$ cat config.mk
export PLATFORM = sky130hd
export DESIGN_NAME = dsrp_port
export DESIGN_NICKNAME = d
export VERILOG_FILES = /design/src/core/dsrp_pkg.sv /design/src/core/dsrp_uart_phy.sv /design/src/core/dsrp_port.sv
export SDC_FILE = /design/constraint.sdc
export NUM_CORES = 1
export LEC_CHECK = 0
export ABC_AREA = 1
export CAP_MARGIN = 20
export CORE_UTILIZATION = 50
export DETAILED_ROUTE_END_ITERATION = 7
export DONT_BUFFER_PORTS = 1
export SLEW_MARGIN = 0
export SYNTH_ARGS = -nofsm -noshare
export SYNTH_HDL_FRONTEND = slang
export SYNTH_HIERARCHICAL = 1
export SYNTH_SLANG_ARGS = --single-unit
$ cat constraint.sdc
create_clock -name core_clk -period 4.2 [get_ports core_clk]
set_input_delay 0.42 -clock core_clk [delete_from_list [all_inputs] [get_ports core_clk]]
set_output_delay 0.42 -clock core_clk [all_outputs]
set_load 0.02 [all_outputs]
$ cat src/core/dsrp_pkg.sv
package dsrp_pkg;

    localparam int CLK_HZ = 25_000_000;
    localparam int TIMEOUT_MS = 20;
    localparam int TIMEOUT_CYCLES = CLK_HZ / 1000 * TIMEOUT_MS;

    localparam logic [7:0] SPI_RD_ID = 8'h58;
    localparam logic [7:0] SPI_WR_ID = 8'hA8;
    localparam logic [7:0] ALL_ONES_BYTE = 8'hFF;
    localparam logic [5:0] SPI_LAST_BIT = 6'h2F;
    localparam logic [5:0] SOFT_RESET_ONES = 6'h2F;
    localparam logic [2:0] BYTE_LAST_BIT = 3'h7;
    localparam logic [2:0] SPI_ID_BYTE = 3'h0;
    localparam logic [2:0] SPI_ADDR_BYTE = 3'h1;
    localparam logic [2:0] SPI_SUM_BYTE = 3'h5;
    localparam logic [5:0] SPI_DATA_START = 6'h10;

    localparam logic [5:0] UART_WR_PAT = 6'h2A;
    localparam logic [5:0] UART_RD_PAT = 6'h16;
    localparam logic [7:0] BULK_ADDR = 8'hAA;
    localparam logic [7:0] BULK_HEAD = 8'h55;
    localparam logic [2:0] BULK_LAST_FIELD = 3'h6;
    localparam logic [1:0] DATA_BYTES = 2'h3;
    localparam logic [1:0] LAST_WR_BYTE = 2'h2;
    localparam int ZERO_RUN_BITS = 33;

    localparam logic [7:0] MODE_ADDR = 8'h19;
    localparam logic [23:0] MODE_RESET = 24'h00_0000;
    localparam int BAUD_LSB = 8;

    localparam logic [15:0] DIV_4800 = 16'(CLK_HZ / 4800);
    localparam logic [15:0] DIV_9600 = 16'(CLK_HZ / 9600);
    localparam logic [15:0] DIV_19200 = 16'(CLK_HZ / 19200);
    localparam logic [15:0] DIV_38400 = 16'(CLK_HZ / 38400);

    typedef enum logic [2:0] {
        U_IDLE = 3'b000,
        U_ADDR = 3'b001,
        U_WDATA = 3'b010,
        U_WSUM = 3'b011,
        U_HEAD = 3'b100,
        U_FETCH = 3'b101,
        U_SEND = 3'b110
    } dsrp_ustate_t;

    function automatic logic [7:0] csum8(input logic [7:0] base, input logic [23:0] d);
        csum8 = ~(base + d[7:0] + d[15:8] + d[23:16]);
    endfunction

    function automatic logic [15:0] baud_div(input logic [1:0] rate, input logic strap);
        case (rate)
            2'h2: baud_div = DIV_19200;
            2'h3: baud_div = DIV_38400;
            default: baud_div = strap ? DIV_9600 : DIV_4800;
        endcase
    endfunction

    function automatic logic [7:0] bulk_addr(input logic [2:0] field);
        case (field)
            3'h0: bulk_addr = 8'h03;
            3'h1: bulk_addr = 8'h04;
            3'h2: bulk_addr = 8'h05;
            3'h3: bulk_addr = 8'h06;
            3'h4: bulk_addr = 8'h07;
            3'h5: bulk_addr = 8'h08;
            default: bulk_addr = 8'h09;
        endcase
    endfunction

endpackage

$ cat src/core/dsrp_uart_phy.sv
`timescale 1ns/1ps
`default_nettype none
module dsrp_uart_phy (
    input wire logic core_clk,
    input wire logic reset,
    input wire logic [15:0] div,
    input wire logic rxd,
    output logic [7:0] rx_byte,
    output logic rx_valid,
    output logic zero_rst,
    input wire logic tx_start,
    input wire logic [7:0] tx_byte,
    output logic txd,
    output logic tx_busy
);
    import dsrp_pkg::*;

    logic rx_run_reg;
    logic rx_arm_reg;
    logic [15:0] rx_cnt_reg;
    logic [3:0] rx_bit_reg;
    logic [23:0] low_cnt_reg;
    logic [9:0] tx_sh_reg;
    logic [15:0] tx_cnt_reg;
    logic [3:0] tx_bit_reg;
    logic [23:0] zero_limit;

    assign zero_limit = 24'(ZERO_RUN_BITS) * {8'h00, div};

    // A held-low line must rise again before a new start bit is believed.
    always_ff @(posedge core_clk) begin
        if (reset) begin
            low_cnt_reg <= '0;
            zero_rst <= 1'b0;
        end else begin
            low_cnt_reg <= rxd ? '0 : low_cnt_reg + 24'h1;
            zero_rst <= !rxd && (low_cnt_reg == zero_limit);
        end
    end

    always_ff @(posedge core_clk) begin
        if (reset || zero_rst) begin
            rx_run_reg <= 1'b0;
            rx_arm_reg <= 1'b0;
            rx_cnt_reg <= '0;
            rx_bit_reg <= '0;
            rx_byte <= '0;
            rx_valid <= 1'b0;
        end else begin
            rx_valid <= 1'b0;
            if (rxd) begin
                rx_arm_reg <= 1'b1;
            end
            if (!rx_run_reg) begin
                if (!rxd && rx_arm_reg) begin
                    rx_run_reg <= 1'b1;
                    rx_cnt_reg <= {1'b0, div[15:1]};
                    rx_bit_reg <= '0;
                end
            end else if (rx_cnt_reg != '0) begin
                rx_cnt_reg <= rx_cnt_reg - 16'h1;
            end else begin
                rx_cnt_reg <= div - 16'h1;
                rx_bit_reg <= rx_bit_reg + 4'h1;
                if (rx_bit_reg == 4'h0 && rxd) begin
                    rx_run_reg <= 1'b0;
                end else if (rx_bit_reg != 4'h0 && rx_bit_reg <= 4'h8) begin
                    rx_byte <= {rxd, rx_byte[7:1]};
                end else if (rx_bit_reg == 4'h9) begin
                    rx_run_reg <= 1'b0;
                    rx_valid <= rxd;
                end
            end
        end
    end

    always_ff @(posedge core_clk) begin
        if (reset) begin
            tx_sh_reg <= '1;
            tx_cnt_reg <= '0;
            tx_bit_reg <= '0;
            tx_busy <= 1'b0;
        end else if (!tx_busy) begin
            if (tx_start) begin
                tx_sh_reg <= {1'b1, tx_byte, 1'b0};
                tx_cnt_reg <= div - 16'h1;
                tx_bit_reg <= '0;
                tx_busy <= 1'b1;
            end
        end else if (tx_cnt_reg != '0) begin
            tx_cnt_reg <= tx_cnt_reg - 16'h1;
        end else begin
            tx_cnt_reg <= div - 16'h1;
            tx_sh_reg <= {1'b1, tx_sh_reg[9:1]};
            tx_bit_reg <= tx_bit_reg + 4'h1;
            tx_busy <= (tx_bit_reg != 4'h9);
        end
    end

    assign txd = tx_sh_reg[0];

endmodule
`default_nettype wire

$ cat src/core/dsrp_port.sv
// Contract
// - Register values always travel as three bytes.
// - Select strap high means SPI, low UART.
// - SPI bytes MSB first, half duplex slave.
// - SPI mode 1: sample falling, shift rising.
// - Shared pin is low-active select or tied low.
// - SPI frame: id, address, three data, checksum.
// - SPI data bytes go high byte first.
// - SPI checksum is inverted low sum byte.
// - Read shifts out after address, released last fall.
// - After each frame wait for new id.
// - Six 0xFF bytes reset SPI logic alone.
// - UART 8N1, half duplex slave.
// - Baud from mode bits and baud strap.
// - Baud field clears to zero at reset.
// - UART read replies three bytes then checksum.
// - UART checksum is inverted low sum byte.
// - Command address bits must match address straps.
// - Address 0xAA read returns header-led bulk packet.
// - Bulk checksum covers command, header and data.
// - Receiver resets after gap beyond 20 ms.
// - Over 32 zero bits resets the receiver.
// - Bad id or checksum discards whole frame; SPI reads issue at the address byte, checksum unchecked.
`timescale 1ns/1ps
`default_nettype none
module dsrp_port #(
    parameter int TIMEOUT = dsrp_pkg::TIMEOUT_CYCLES
) (
    input wire logic core_clk,
    input wire logic reset,
    input wire logic interface_select_strap,
    input wire logic sclk_or_baud_strap,
    input wire logic rx_or_sdi,
    input wire logic address_high_or_chip_select,
    input wire logic address_low_strap,
    output logic tx_or_sdo_out,
    output logic tx_or_sdo_oe,
    output logic [7:0] reg_addr,
    output logic [23:0] reg_wr_data,
    output logic reg_wr_strobe,
    output logic reg_rd_strobe,
    input wire logic [23:0] reg_rd_data
);
    import dsrp_pkg::*;

    localparam int GAP_W = $clog2(TIMEOUT + 1);

    logic [4:0] sync1_reg;
    logic [4:0] sync2_reg;
    logic sclk_d_reg;
    logic sel_s, sclk_s, sdi_s, ncs_s, a1_s;
    logic spi_rise, spi_fall;

    logic [23:0] mode_reg;
    logic [23:0] rd_data;
    logic rd_done;

    logic [5:0] spi_bit_reg;
    logic [6:0] spi_sh_reg;
    logic [5:0] spi_ones_reg;
    logic [7:0] spi_id_reg;
    logic [7:0] spi_addr_reg;
    logic [7:0] spi_sum_reg;
    logic [23:0] spi_wdata_reg;
    logic [31:0] spi_tx_reg;
    logic spi_sdo_reg, spi_oe_reg;
    logic spi_rd_go_reg, spi_wr_go_reg;
    logic [7:0] spi_byte;
    logic spi_soft_rst;

    dsrp_ustate_t u_state_reg;
    logic [7:0] u_cmd_reg, u_addr_reg, u_sum_reg, u_tx_byte_reg, u_rd_addr_reg;
    logic [23:0] u_data_reg;
    logic [1:0] u_cnt_reg;
    logic [2:0] u_fld_reg;
    logic u_bulk_reg, u_tx_start_reg, u_rd_go_reg, u_wr_go_reg;
    logic [GAP_W-1:0] gap_reg;
    logic gap_hit;
    logic [7:0] rx_byte;
    logic rx_valid, zero_rst, u_txd, tx_busy, tx_free;

    // Every strap and the link clock pass two flip-flops before use.
    always_ff @(posedge core_clk) begin
        if (reset) begin
            sync1_reg <= '0;
            sync2_reg <= '0;
            sclk_d_reg <= 1'b0;
        end else begin
            sync1_reg <= {interface_select_strap, sclk_or_baud_strap, rx_or_sdi,
                          address_high_or_chip_select, address_low_strap};
            sync2_reg <= sync1_reg;
            sclk_d_reg <= sync2_reg[3];
        end
    end

    assign {sel_s, sclk_s, sdi_s, ncs_s, a1_s} = sync2_reg;
    assign spi_rise = sclk_s && !sclk_d_reg;
    assign spi_fall = !sclk_s && sclk_d_reg;
    assign spi_byte = {spi_sh_reg, sdi_s};
    assign spi_soft_rst = spi_fall && sdi_s && spi_ones_reg == SOFT_RESET_ONES;

    // Register port shared by both links; only the selected one ever issues.
    always_ff @(posedge core_clk) begin
        if (reset) begin
            reg_addr <= '0;
            reg_wr_data <= '0;
            reg_wr_strobe <= 1'b0;
            reg_rd_strobe <= 1'b0;
            mode_reg <= MODE_RESET;
        end else begin
            reg_rd_strobe <= sel_s ? spi_rd_go_reg : u_rd_go_reg;
            reg_wr_strobe <= sel_s ? spi_wr_go_reg : u_wr_go_reg;
            if (spi_rd_go_reg || spi_wr_go_reg) begin
                reg_addr <= spi_addr_reg;
                reg_wr_data <= spi_wdata_reg;
            end else if (u_rd_go_reg) begin
                reg_addr <= u_rd_addr_reg;
            end else if (u_wr_go_reg) begin
                reg_addr <= u_addr_reg;
                reg_wr_data <= u_data_reg;
            end
            if (reg_wr_strobe && reg_addr == MODE_ADDR) begin
                mode_reg <= reg_wr_data;
            end
        end
    end

    assign rd_done = reg_rd_strobe;
    assign rd_data = (reg_addr == MODE_ADDR) ? mode_reg : reg_rd_data;

    // SPI slave. The select pin, when high, holds the frame at its start.
    always_ff @(posedge core_clk) begin
        if (reset || !sel_s || ncs_s || spi_soft_rst) begin
            spi_bit_reg <= '0;
            spi_sh_reg <= '0;
            spi_ones_reg <= '0;
            spi_id_reg <= '0;
            spi_addr_reg <= '0;
            spi_sum_reg <= '0;
            spi_wdata_reg <= '0;
            spi_tx_reg <= '0;
            spi_sdo_reg <= 1'b0;
            spi_oe_reg <= 1'b0;
            spi_rd_go_reg <= 1'b0;
            spi_wr_go_reg <= 1'b0;
        end else begin
            spi_rd_go_reg <= 1'b0;
            spi_wr_go_reg <= 1'b0;
            if (rd_done && spi_id_reg == SPI_RD_ID) begin
                spi_tx_reg <= {rd_data, csum8(spi_sum_reg, rd_data)};
            end
            if (spi_fall) begin
                spi_sh_reg <= spi_byte[6:0];
                spi_ones_reg <= sdi_s ? spi_ones_reg + 6'h1 : '0;
                spi_bit_reg <= spi_bit_reg + 6'h1;
                if (spi_bit_reg[2:0] == BYTE_LAST_BIT) begin
                    case (spi_bit_reg[5:3])
                        SPI_ID_BYTE: begin
                            spi_id_reg <= spi_byte;
                            spi_sum_reg <= spi_byte;
                        end
                        SPI_ADDR_BYTE: begin
                            spi_addr_reg <= spi_byte;
                            spi_sum_reg <= spi_sum_reg + spi_byte;
                            spi_rd_go_reg <= (spi_id_reg == SPI_RD_ID);
                        end
                        SPI_SUM_BYTE: begin
                            spi_wr_go_reg <= spi_id_reg == SPI_WR_ID &&
                                csum8(spi_sum_reg, spi_wdata_reg) == spi_byte;
                        end
                        default: begin
                            spi_wdata_reg <= {spi_wdata_reg[15:0], spi_byte};
                        end
                    endcase
                end
                if (spi_bit_reg == SPI_LAST_BIT) begin
                    spi_bit_reg <= '0;
                    spi_oe_reg <= 1'b0;
                end
            end
            if (spi_rise && spi_id_reg == SPI_RD_ID && spi_bit_reg >= SPI_DATA_START) begin
                spi_sdo_reg <= spi_tx_reg[31];
                spi_tx_reg <= {spi_tx_reg[30:0], 1'b0};
                spi_oe_reg <= 1'b1;
            end
        end
    end

    dsrp_uart_phy u_phy (
        .core_clk(core_clk),
        .reset(reset || sel_s),
        .div(baud_div(mode_reg[BAUD_LSB+1:BAUD_LSB], sclk_s)),
        .rxd(sdi_s),
        .rx_byte(rx_byte),
        .rx_valid(rx_valid),
        .zero_rst(zero_rst),
        .tx_start(u_tx_start_reg),
        .tx_byte(u_tx_byte_reg),
        .txd(u_txd),
        .tx_busy(tx_busy)
    );

    assign tx_free = !tx_busy && !u_tx_start_reg;

    // The gap clock only runs while a host frame is half received.
    always_ff @(posedge core_clk) begin
        if (reset || rx_valid || gap_hit || u_state_reg == U_IDLE || u_state_reg >= U_HEAD) begin
            gap_reg <= '0;
        end else begin
            gap_reg <= gap_reg + GAP_W'(1);
        end
    end

    assign gap_hit = (gap_reg == GAP_W'(TIMEOUT));

    always_ff @(posedge core_clk) begin
        if (reset || sel_s || zero_rst || gap_hit) begin
            u_state_reg <= U_IDLE;
            u_cmd_reg <= '0;
            u_addr_reg <= '0;
            u_sum_reg <= '0;
            u_data_reg <= '0;
            u_cnt_reg <= '0;
            u_fld_reg <= '0;
            u_bulk_reg <= 1'b0;
            u_tx_start_reg <= 1'b0;
            u_tx_byte_reg <= '0;
            u_rd_addr_reg <= '0;
            u_rd_go_reg <= 1'b0;
            u_wr_go_reg <= 1'b0;
        end else begin
            u_tx_start_reg <= 1'b0;
            u_rd_go_reg <= 1'b0;
            u_wr_go_reg <= 1'b0;
            case (u_state_reg)
                U_IDLE: begin
                    if (rx_valid && rx_byte[1:0] == {ncs_s, a1_s} &&
                        (rx_byte[7:2] == UART_WR_PAT || rx_byte[7:2] == UART_RD_PAT)) begin
                        u_cmd_reg <= rx_byte;
                        u_sum_reg <= rx_byte;
                        u_state_reg <= U_ADDR;
                    end
                end
                U_ADDR: begin
                    if (rx_valid) begin
                        u_addr_reg <= rx_byte;
                        u_cnt_reg <= '0;
                        u_fld_reg <= '0;
                        u_bulk_reg <= 1'b0;
                        u_sum_reg <= u_sum_reg + rx_byte;
                        if (u_cmd_reg[7:2] == UART_WR_PAT) begin
                            u_state_reg <= U_WDATA;
                        end else if (rx_byte == BULK_ADDR) begin
                            u_bulk_reg <= 1'b1;
                            u_sum_reg <= u_sum_reg + BULK_HEAD;
                            u_state_reg <= U_HEAD;
                        end else begin
                            u_rd_addr_reg <= rx_byte;
                            u_rd_go_reg <= 1'b1;
                            u_state_reg <= U_FETCH;
                        end
                    end
                end
                U_WDATA: begin
                    if (rx_valid) begin
                        u_data_reg <= {rx_byte, u_data_reg[23:8]};
                        u_sum_reg <= u_sum_reg + rx_byte;
                        u_cnt_reg <= u_cnt_reg + 2'h1;
                        if (u_cnt_reg == LAST_WR_BYTE) begin
                            u_state_reg <= U_WSUM;
                        end
                    end
                end
                U_WSUM: begin
                    if (rx_valid) begin
                        u_wr_go_reg <= (~u_sum_reg == rx_byte);
                        u_state_reg <= U_IDLE;
                    end
                end
                U_HEAD: begin
                    if (tx_free) begin
                        u_tx_start_reg <= 1'b1;
                        u_tx_byte_reg <= BULK_HEAD;
                        u_rd_addr_reg <= bulk_addr(u_fld_reg);
                        u_rd_go_reg <= 1'b1;
                        u_state_reg <= U_FETCH;
                    end
                end
                U_FETCH: begin
                    if (rd_done) begin
                        u_data_reg <= rd_data;
                        u_cnt_reg <= '0;
                        u_state_reg <= U_SEND;
                    end
                end
                U_SEND: begin
                    if (tx_free) begin
                        if (u_cnt_reg != DATA_BYTES) begin
                            u_tx_start_reg <= 1'b1;
                            u_tx_byte_reg <= u_data_reg[7:0];
                            u_data_reg <= {8'h00, u_data_reg[23:8]};
                            u_sum_reg <= u_sum_reg + u_data_reg[7:0];
                            u_cnt_reg <= u_cnt_reg + 2'h1;
                        end else if (u_bulk_reg && u_fld_reg != BULK_LAST_FIELD) begin
                            u_fld_reg <= u_fld_reg + 3'h1;
                            u_rd_addr_reg <= bulk_addr(u_fld_reg + 3'h1);
                            u_rd_go_reg <= 1'b1;
                            u_state_reg <= U_FETCH;
                        end else begin
                            u_tx_start_reg <= 1'b1;
                            u_tx_byte_reg <= ~u_sum_reg;
                            u_state_reg <= U_IDLE;
                        end
                    end
                end
                default: begin
                    u_state_reg <= U_IDLE;
                end
            endcase
        end
    end

    // UART transmit is push-pull, so the pin is driven whenever UART owns it.
    always_ff @(posedge core_clk) begin
        if (reset) begin
            tx_or_sdo_out <= 1'b1;
            tx_or_sdo_oe <= 1'b0;
        end else begin
            tx_or_sdo_out <= sel_s ? spi_sdo_reg : u_txd;
            tx_or_sdo_oe <= sel_s ? spi_oe_reg : 1'b1;
        end
    end
endmodule
`default_nettype wire

==> metrics.log, run 1 <==
[metrics] number of global-route vias before repair: 17800
[metrics] port bufs: 0
[metrics] initial DRC count: 1611
[metrics] Filler cells: 4003
[metrics] endpoints failing hold: 0
[metrics] TritonRoute pass-1 iters: 5
[metrics] number of antenna violations at the first check in global routing: 0
[metrics] Min-Delay Path Class: input port to flip-flop
[metrics] Crit Reg-Reg Startpoint: reg_addr[7]$_SDFFE_PP0P_
[metrics] setup violation total in the final timing report: 0
[metrics] flip-flop count of the largest register, all copies and words added: 32
[metrics] timing-limited maximum frequency: 257 MHz
[metrics] cell count of the worst reg-to-reg path: 22
[metrics] largest cells by area after synthesis: dfxtp_1 (34%), nand2_1 (13%), a21oi_1 (7.5%), inv_1 (6.3%), ha_1 (5.9%)
[metrics] share of the yosys chip area belonging to registers: 0.342
[metrics] H-tree levels: 2
[metrics] area after detailed placement: 21400 sq um
[metrics] via-per-instance ratio: 5.43
[metrics] Lkg Pwr: 9.55 nW
[metrics] crit-path max FO: 22
[metrics] Sinks on Clock Net: 353
[metrics] maximum number of pins on one net before global-route repair: 48
[metrics] final period utilization: 0.928
[metrics] Synth area leader: dfxtp_1
[metrics] critical path class: flip-flop to flip-flop
[metrics] count of cell types in the netlist: 66
[metrics] fin area: 22800 sq um
[metrics] run status: completed
[metrics] FF+latch area: 7070 sq um
[metrics] post-detailed-route DRC marker count: 0
[metrics] CTS clock-pin slew for the worst setup and hold paths: 60 ps
[metrics] final WL: 60500 um
[metrics] number of setup buffers added after CTS: 0
[metrics] RSZ-0062 raised after global routing: false
[metrics] power per unit of standard cell area: 331 nW/um^2
[metrics] post-route antenna net violation count: 0
[metrics] max-slew violation total from the final report: 0
[metrics] TritonCTS clock tree: yes
[metrics] least setup slack across all paths after layout: 301 ps
[metrics] last weighted congestion value of the routability-driven placer: 0.917
[metrics] DP Cell Count: 3467
[metrics] Slew headroom: 0.415
[metrics] Die Width: 205 um
[metrics] fin crit period: 3900 ps
[metrics] Worst Max-Slew Pin Slew: 868 ps
[metrics] Area growth syn-to-layout: 10.2%
[metrics] Critical Path Start: reg_addr[7]$_SDFFE_PP0P_
[metrics] max_cap viols: 0
[metrics] I/O Pins: 67
[metrics] average routed wire per standard cell: 17.1 um
[metrics] area of the die: 42200 sq um
[metrics] area of the multi-input gates: 11800 sq um
[metrics] cell area after synthesis: 20700 sq um
[metrics] GR Overflow Total: 0
[metrics] number of enable-type register cells in the synthesized netlist: 0
[metrics] buffer cell driving the clock tree root: clkbuf_16
[metrics] global-route wire length before repair: 94800 um
[metrics] total power: 7.54 mW
[metrics] Setup Slack @ Placement: 260 ps
[metrics] count of warnings emitted by yosys: 6
[metrics] TritonCTS Buffers: 40
[metrics] buffers from clock root to sink, at most: 3
[metrics] Initial Util: 0.506
[metrics] fraction of final layout cells with drive strength greater than 1: 0.0721
[metrics] Worst setup SP type: flip-flop
[metrics] startpoint of the most critical hold path: reset
[metrics] cell count after synthesis: 2965
[metrics] leading cell type in the layout, fill and taps excluded: nand2_1
[metrics] async set-reset flop share out of synthesis: 0
[metrics] leading cell types in the layout, fill and taps excluded: nand2_1 (730), dfxtp_1 (353), inv_1 (348)
[metrics] top-area cell type share of the netlist area: 0.342
[metrics] Fin Hold WS: 186 ps
[metrics] total half-perimeter wirelength after legalization and detailed placement: 45700 um
[metrics] combined global-route utilization of all metal layers: 0.285
[metrics] vias after detailed routing: 19300
[metrics] Row Count: 74
[metrics] Worst Path Required: 4680 ps
[metrics] Worst Clk Skew: 33.0 ps
[metrics] Core Area: 40800 sq um
[metrics] final core area utilization: 0.558
[metrics] peak supply drop: 0.000313 V
[metrics] type of element capturing the critical path: flip-flop
[metrics] Clock Latency Late Sink: 570 ps
[metrics] most common flop cell mapped by yosys: dfxtp_1
[metrics] Final #Nets: 3142
[metrics] synthesized area divided by synthesized cell count: 6.97 sq um
[metrics] hold path cells: 2
[metrics] height of the chip: 205 um
[metrics] Finished Layout Cells: 3544
[metrics] final-layout setup total negative slack: 0 ps
[metrics] total of flip-flops plus latches after synthesis: 353
[metrics] Data arrival, critical path: 4380 ps
## Yosys cell counts (13+ instances only)
cell type / number
xnor2_1: 38
nand2_1: 730
nand2_2: 18
a21oi_1: 311
fa_1: 29
o211ai_1: 26
nor2_2: 13
a31oi_1: 25
xor2_1: 54
inv_1: 348
a211oi_1: 14
nor4_1: 13
dfxtp_1: 353
ha_1: 97
nor3_1: 30
clkbuf_1: 57
o21ai_0: 165
nor2_1: 264
buf_2: 27
nand3_1: 146
nand4_1: 34
## path summary, 6_finish.rpt
kind | end | slack (ps)
worst max-delay path | spi_tx_reg[7]$_SDFFE_PP0P_ | 300
worst min-delay path | sync2_reg[4]$_SDFF_PP0_ | 190
worst max register to register | spi_tx_reg[7]$_SDFFE_PP0P_ | 300
worst min register to register | sync2_reg[4]$_SDFF_PP0_ | 400
## logic make-up after synthesis
logic type / after synthesis / share of synthesized area
flops: 353 / 0.342
fa+ha+maj: 126 / 0.0868
compound gates: 610 / 0.163
simple gates: 1307 / 0.276
other cells: 1 / 0.000181
xor+xnor: 92 / 0.0390
buf+inv: 470 / 0.0909
mux: 6 / 0.00291
## critical path, cell delays in order, from the launching register on
cell and delay, ps:
dfxtp_1 300, inv_1 50, nand2_1 40, nor2_1 210, nand2_2 160, buf_4 250
o21ai_0 230, inv_1 110, fa_1 510, inv_1 50, fa_1 500, inv_1 50
ha_1 320, inv_1 90, nor3_1 250, nand2_1 100, nand2_1 110, nand3_1 80
nand2_1 100, inv_1 40, nand2_1 50, nand3_1 70, a21oi_1 140
## power by group
group          leakage (nW)  switching, mW  internal [mW]
Clock                 0.637           1.42           2.06
Combinational          6.07          0.440          0.231
Sequential             2.85         0.0237           3.37
Total                  9.55           1.89           5.66
## per-layer routing
metal	global-route usage	wire length, um	vias up	share of wire
li1	-	-	9695	-
met1	0.393	28100	8960	0.46
met2	0.448	26600	518	0.44
met3	0.0596	4330	82	0.072
met4	0.0823	1400	0	0.023
met5	0	0	-	0
## cell type report
type                       instances  share of cell area
timing repair buffer              60              0.0237
inverter                         372              0.0618
antenna                            1            0.000110
sequential                       353               0.310
clock buffer                      54              0.0493
clock inverter                    14             0.00714
multi-input combinational       2158               0.518
tap                              532              0.0292
## repair_timing
item	CTS	global route
gates resized for setup	0	2
endpoints found under the hold margin	47	0
setup endpoints to repair	0	1
hold buffers	6	0
Note: power is estimated with default switching activity, not from simulation.
==> run 2, diff against run 1 <==
--- a/config.mk
+++ b/config.mk
@@ -10,2 +10,3 @@
 export CORE_UTILIZATION = 50
+export CTS_CLUSTER_DIAMETER = 120
 export DETAILED_ROUTE_END_ITERATION = 7
--- a/constraint.sdc
+++ b/constraint.sdc
@@ -3,2 +3,2 @@
 set_output_delay 0.42 -clock core_clk [all_outputs]
-set_load 0.02 [all_outputs]
+set_load 0.1 [all_outputs]
==> metrics.log, run 2 (same netlist as run 1, synthesis figures left out) <==
[metrics] Worst Path Required: 4690 ps (about the same)
[metrics] Slew headroom: 0.244 (-0.171)
[metrics] diodes inserted: 0 (-1)
[metrics] max-slew violation total from the final report: 0 (unchanged)
[metrics] Crit Reg-Reg Startpoint: reg_addr[6]$_SDFFE_PP0P_
[metrics] Data arrival, critical path: 4360 ps (-20 ps)
[metrics] TritonCTS clock tree: yes
[metrics] height of the chip: 205 um (unchanged)
[metrics] vias after detailed routing: 19300 (+0.031%)
[metrics] port bufs: 0 (unchanged)
[metrics] GR Overflow Total: 0 (unchanged)
[metrics] area of the die: 42200 sq um (unchanged)
[metrics] Min-Delay Path Class: input port to flip-flop
[metrics] most numerous cell on the critical path: nand2_1
[metrics] final-layout setup total negative slack: 0 ps (unchanged)
[metrics] via-per-instance ratio: 5.44 (about the same)
[metrics] number of antenna violations at the first check in global routing: 0 (unchanged)
[metrics] Die Width: 205 um (unchanged)
[metrics] fraction of final layout cells with drive strength greater than 1: 0.0754 (+0.00332)
[metrics] last weighted congestion value of the routability-driven placer: 0.943 (+2.9%)
[metrics] critical path endpoint: spi_tx_reg[7]$_SDFFE_PP0P_
[metrics] crit-path max FO: 16 (-27%)
[metrics] leading cell types in the layout, fill and taps excluded: nand2_1 (730), inv_1 (348), dfxtp_1 (345)
[metrics] reg2reg setup slack: 330 ps (+30 ps)
[metrics] post-route antenna net violation count: 0 (unchanged)
[metrics] endpoints failing hold: 0 (unchanged)
[metrics] critical path's largest stage delay: 490 ps (-20 ps)
[metrics] type of element capturing the critical path: flip-flop
[metrics] buffer cell driving the clock tree root: clkbuf_16
[metrics] RSZ-0062 raised after global routing: false
[metrics] timing-limited maximum frequency: 258 MHz (+0.74%)
[metrics] initial DRC count: 1384 (-14%)
[metrics] H-tree levels: 2 (unchanged)
[metrics] reg-to-reg endpoint: spi_tx_reg[7]$_SDFFE_PP0P_
[metrics] library cell contributing the largest single delay on the critical path: fa_1
[metrics] fin crit period: 3870 ps (-28.8 ps)
[metrics] Area growth syn-to-layout: 10.6%
[metrics] post-detailed-route DRC marker count: 0 (unchanged)
[metrics] run status: completed
[metrics] Worst Max-Slew Pin Slew: 1130 ps (+264 ps)
[metrics] amount of wire on met2 after detailed routing: 26300 um (-1.3%)
[metrics] DP Cell Count: 3459 (-0.23%)
[metrics] I/O Pins: 67 (unchanged)
[metrics] Filler cells: 3976 (-0.67%)
[metrics] max_cap viols: 0 (unchanged)
[metrics] final WL: 60200 um (-0.58%)
[metrics] Clock Latency Late Sink: 580 ps (about the same)
[metrics] global-route wire length before repair: 95000 um (+0.23%)
[metrics] setup violation total in the final timing report: 0 (unchanged)
[metrics] Final #Nets: 3138 (-0.13%)
[metrics] total power: 7.76 mW (+2.9%)
[metrics] Fin Hold WS: 179 ps (-7.16 ps)
[metrics] peak supply drop: 0.000356 V (+14%)
[metrics] total half-perimeter wirelength after legalization and detailed placement: 45200 um (-1.0%)
[metrics] Lkg Pwr: 9.58 nW (+0.31%)
[metrics] TritonRoute pass-1 iters: 7 (+2)
[metrics] buffers from clock root to sink, at most: 3 (unchanged)
[metrics] Sinks on Clock Net: 353 (unchanged)
[metrics] Critical Path Start: reg_addr[6]$_SDFFE_PP0P_
[metrics] Core Area: 40800 sq um (unchanged)
[metrics] length of routed wiring on met1: 28400 um (+1.1%)
[metrics] average routed wire per standard cell: 17.0 um (-0.55%)
[metrics] max layer used: met4
[metrics] maximum number of pins on one net before global-route repair: 54 (+13%)
[metrics] wire length on met3: 3910 um (-9.7%)
[metrics] Row Count: 74 (unchanged)
[metrics] Initial Util: 0.506 (unchanged)
[metrics] flip-flop count of the largest register, all copies and words added: 32 (unchanged)
[metrics] Finished Layout Cells: 3543 (-0.028%)
[metrics] power per unit of standard cell area: 340 nW/um^2 (+2.5%)
[metrics] TritonCTS Buffers: 41 (+2.5%)
[metrics] number of global-route vias before repair: 17600 (-1.1%)
[metrics] Worst setup SP type: flip-flop
[metrics] final period utilization: 0.921 (-0.00686)
[metrics] critical path class: flip-flop to flip-flop
[metrics] combined global-route utilization of all metal layers: 0.285 (-0.000531)
[metrics] CTS clock-pin slew for the worst setup and hold paths: 60 ps (about the same)
[metrics] cell count of the worst reg-to-reg path: 28 (+27%)
[metrics] Worst Clk Skew: 29.7 ps (-3.32 ps)
[metrics] leading cell type in the layout, fill and taps excluded: nand2_1
## run 2: timing repair
action / in CTS / in global routing
resized for setup: 0 / 5
setup buffers: 0 / 2
setup endpoints to repair: 0 / 2
hold buffers: 6 / 0
endpoints found under the hold margin: 47 / 0
## run 2: worst min-delay path by stage
| stage | start | cells after the start | slack [ps] | to |
|---|---|---|---|---|
| CTS | reset | 2 | 150 | sclk_d_reg$_SDFF_PP0_ |
| detailed placement | sync1_reg[4]$_SDFF_PP0_ | 2 | 400 | sync2_reg[4]$_SDFF_PP0_ |
| global route | reset | 2 | 170 | sclk_d_reg$_SDFF_PP0_ |
| finish | reset | 2 | 180 | sclk_d_reg$_SDFF_PP0_ |
| floorplan | sync1_reg[0]$_SDFF_PP0_ | 2 | 390 | sync2_reg[0]$_SDFF_PP0_ |
| global placement | sync1_reg[4]$_SDFF_PP0_ | 2 | 390 | sync2_reg[4]$_SDFF_PP0_ |
## run 2: per-stage QoR
step / util / worst slack (ps) / instance area (sq um)
after floorplan: - / 183 / 20700
after global placement: 0.521 / 353 / 21300
after detailed placement: 0.522 / 165 / 21300
after CTS: 0.558 / 134 / 22800
after global routing: 0.560 / 56.4 / 22900
final: 0.560 / 330 / 22900
## run 2: final cells by class
| class | instances | area, sq um | share of cell area |
|---|---|---|---|
| multi-input combinational | 2158 | 11800 | 0.517 |
| sequential | 353 | 7080 | 0.310 |
| inverter | 372 | 1410 | 0.0616 |
| clock buffer | 57 | 1180 | 0.0515 |
| tap | 532 | 666 | 0.0291 |
| timing repair buffer | 55 | 502 | 0.0220 |
| clock inverter | 16 | 216 | 0.00947 |
## run 2: report_power, final
part	internal (mW)	switching (mW)	leakage (nW)
Sequential	3.37	0.0286	2.85
Clock	2.22	1.48	0.686
Combinational	0.226	0.439	6.04
## run 2: layer usage
metal | track usage | vias to the layer above
met5 | 0 | -
met4 | 0.0865 | 0
met3 | 0.0415 | 99
met2 | 0.440 | 530
met1 | 0.408 | 8933
li1 | - | 9699
## run 2: worst max-delay path: cells and delay by family, from the launching register on
kind | cells | cell delay (ps)
adders and majority gates | 4 | 1260
and+or+nand+nor | 13 | 1050
buffers and inverters | 9 | 880
DFF | 1 | 320
AOI/OAI and AO/OA | 2 | 280
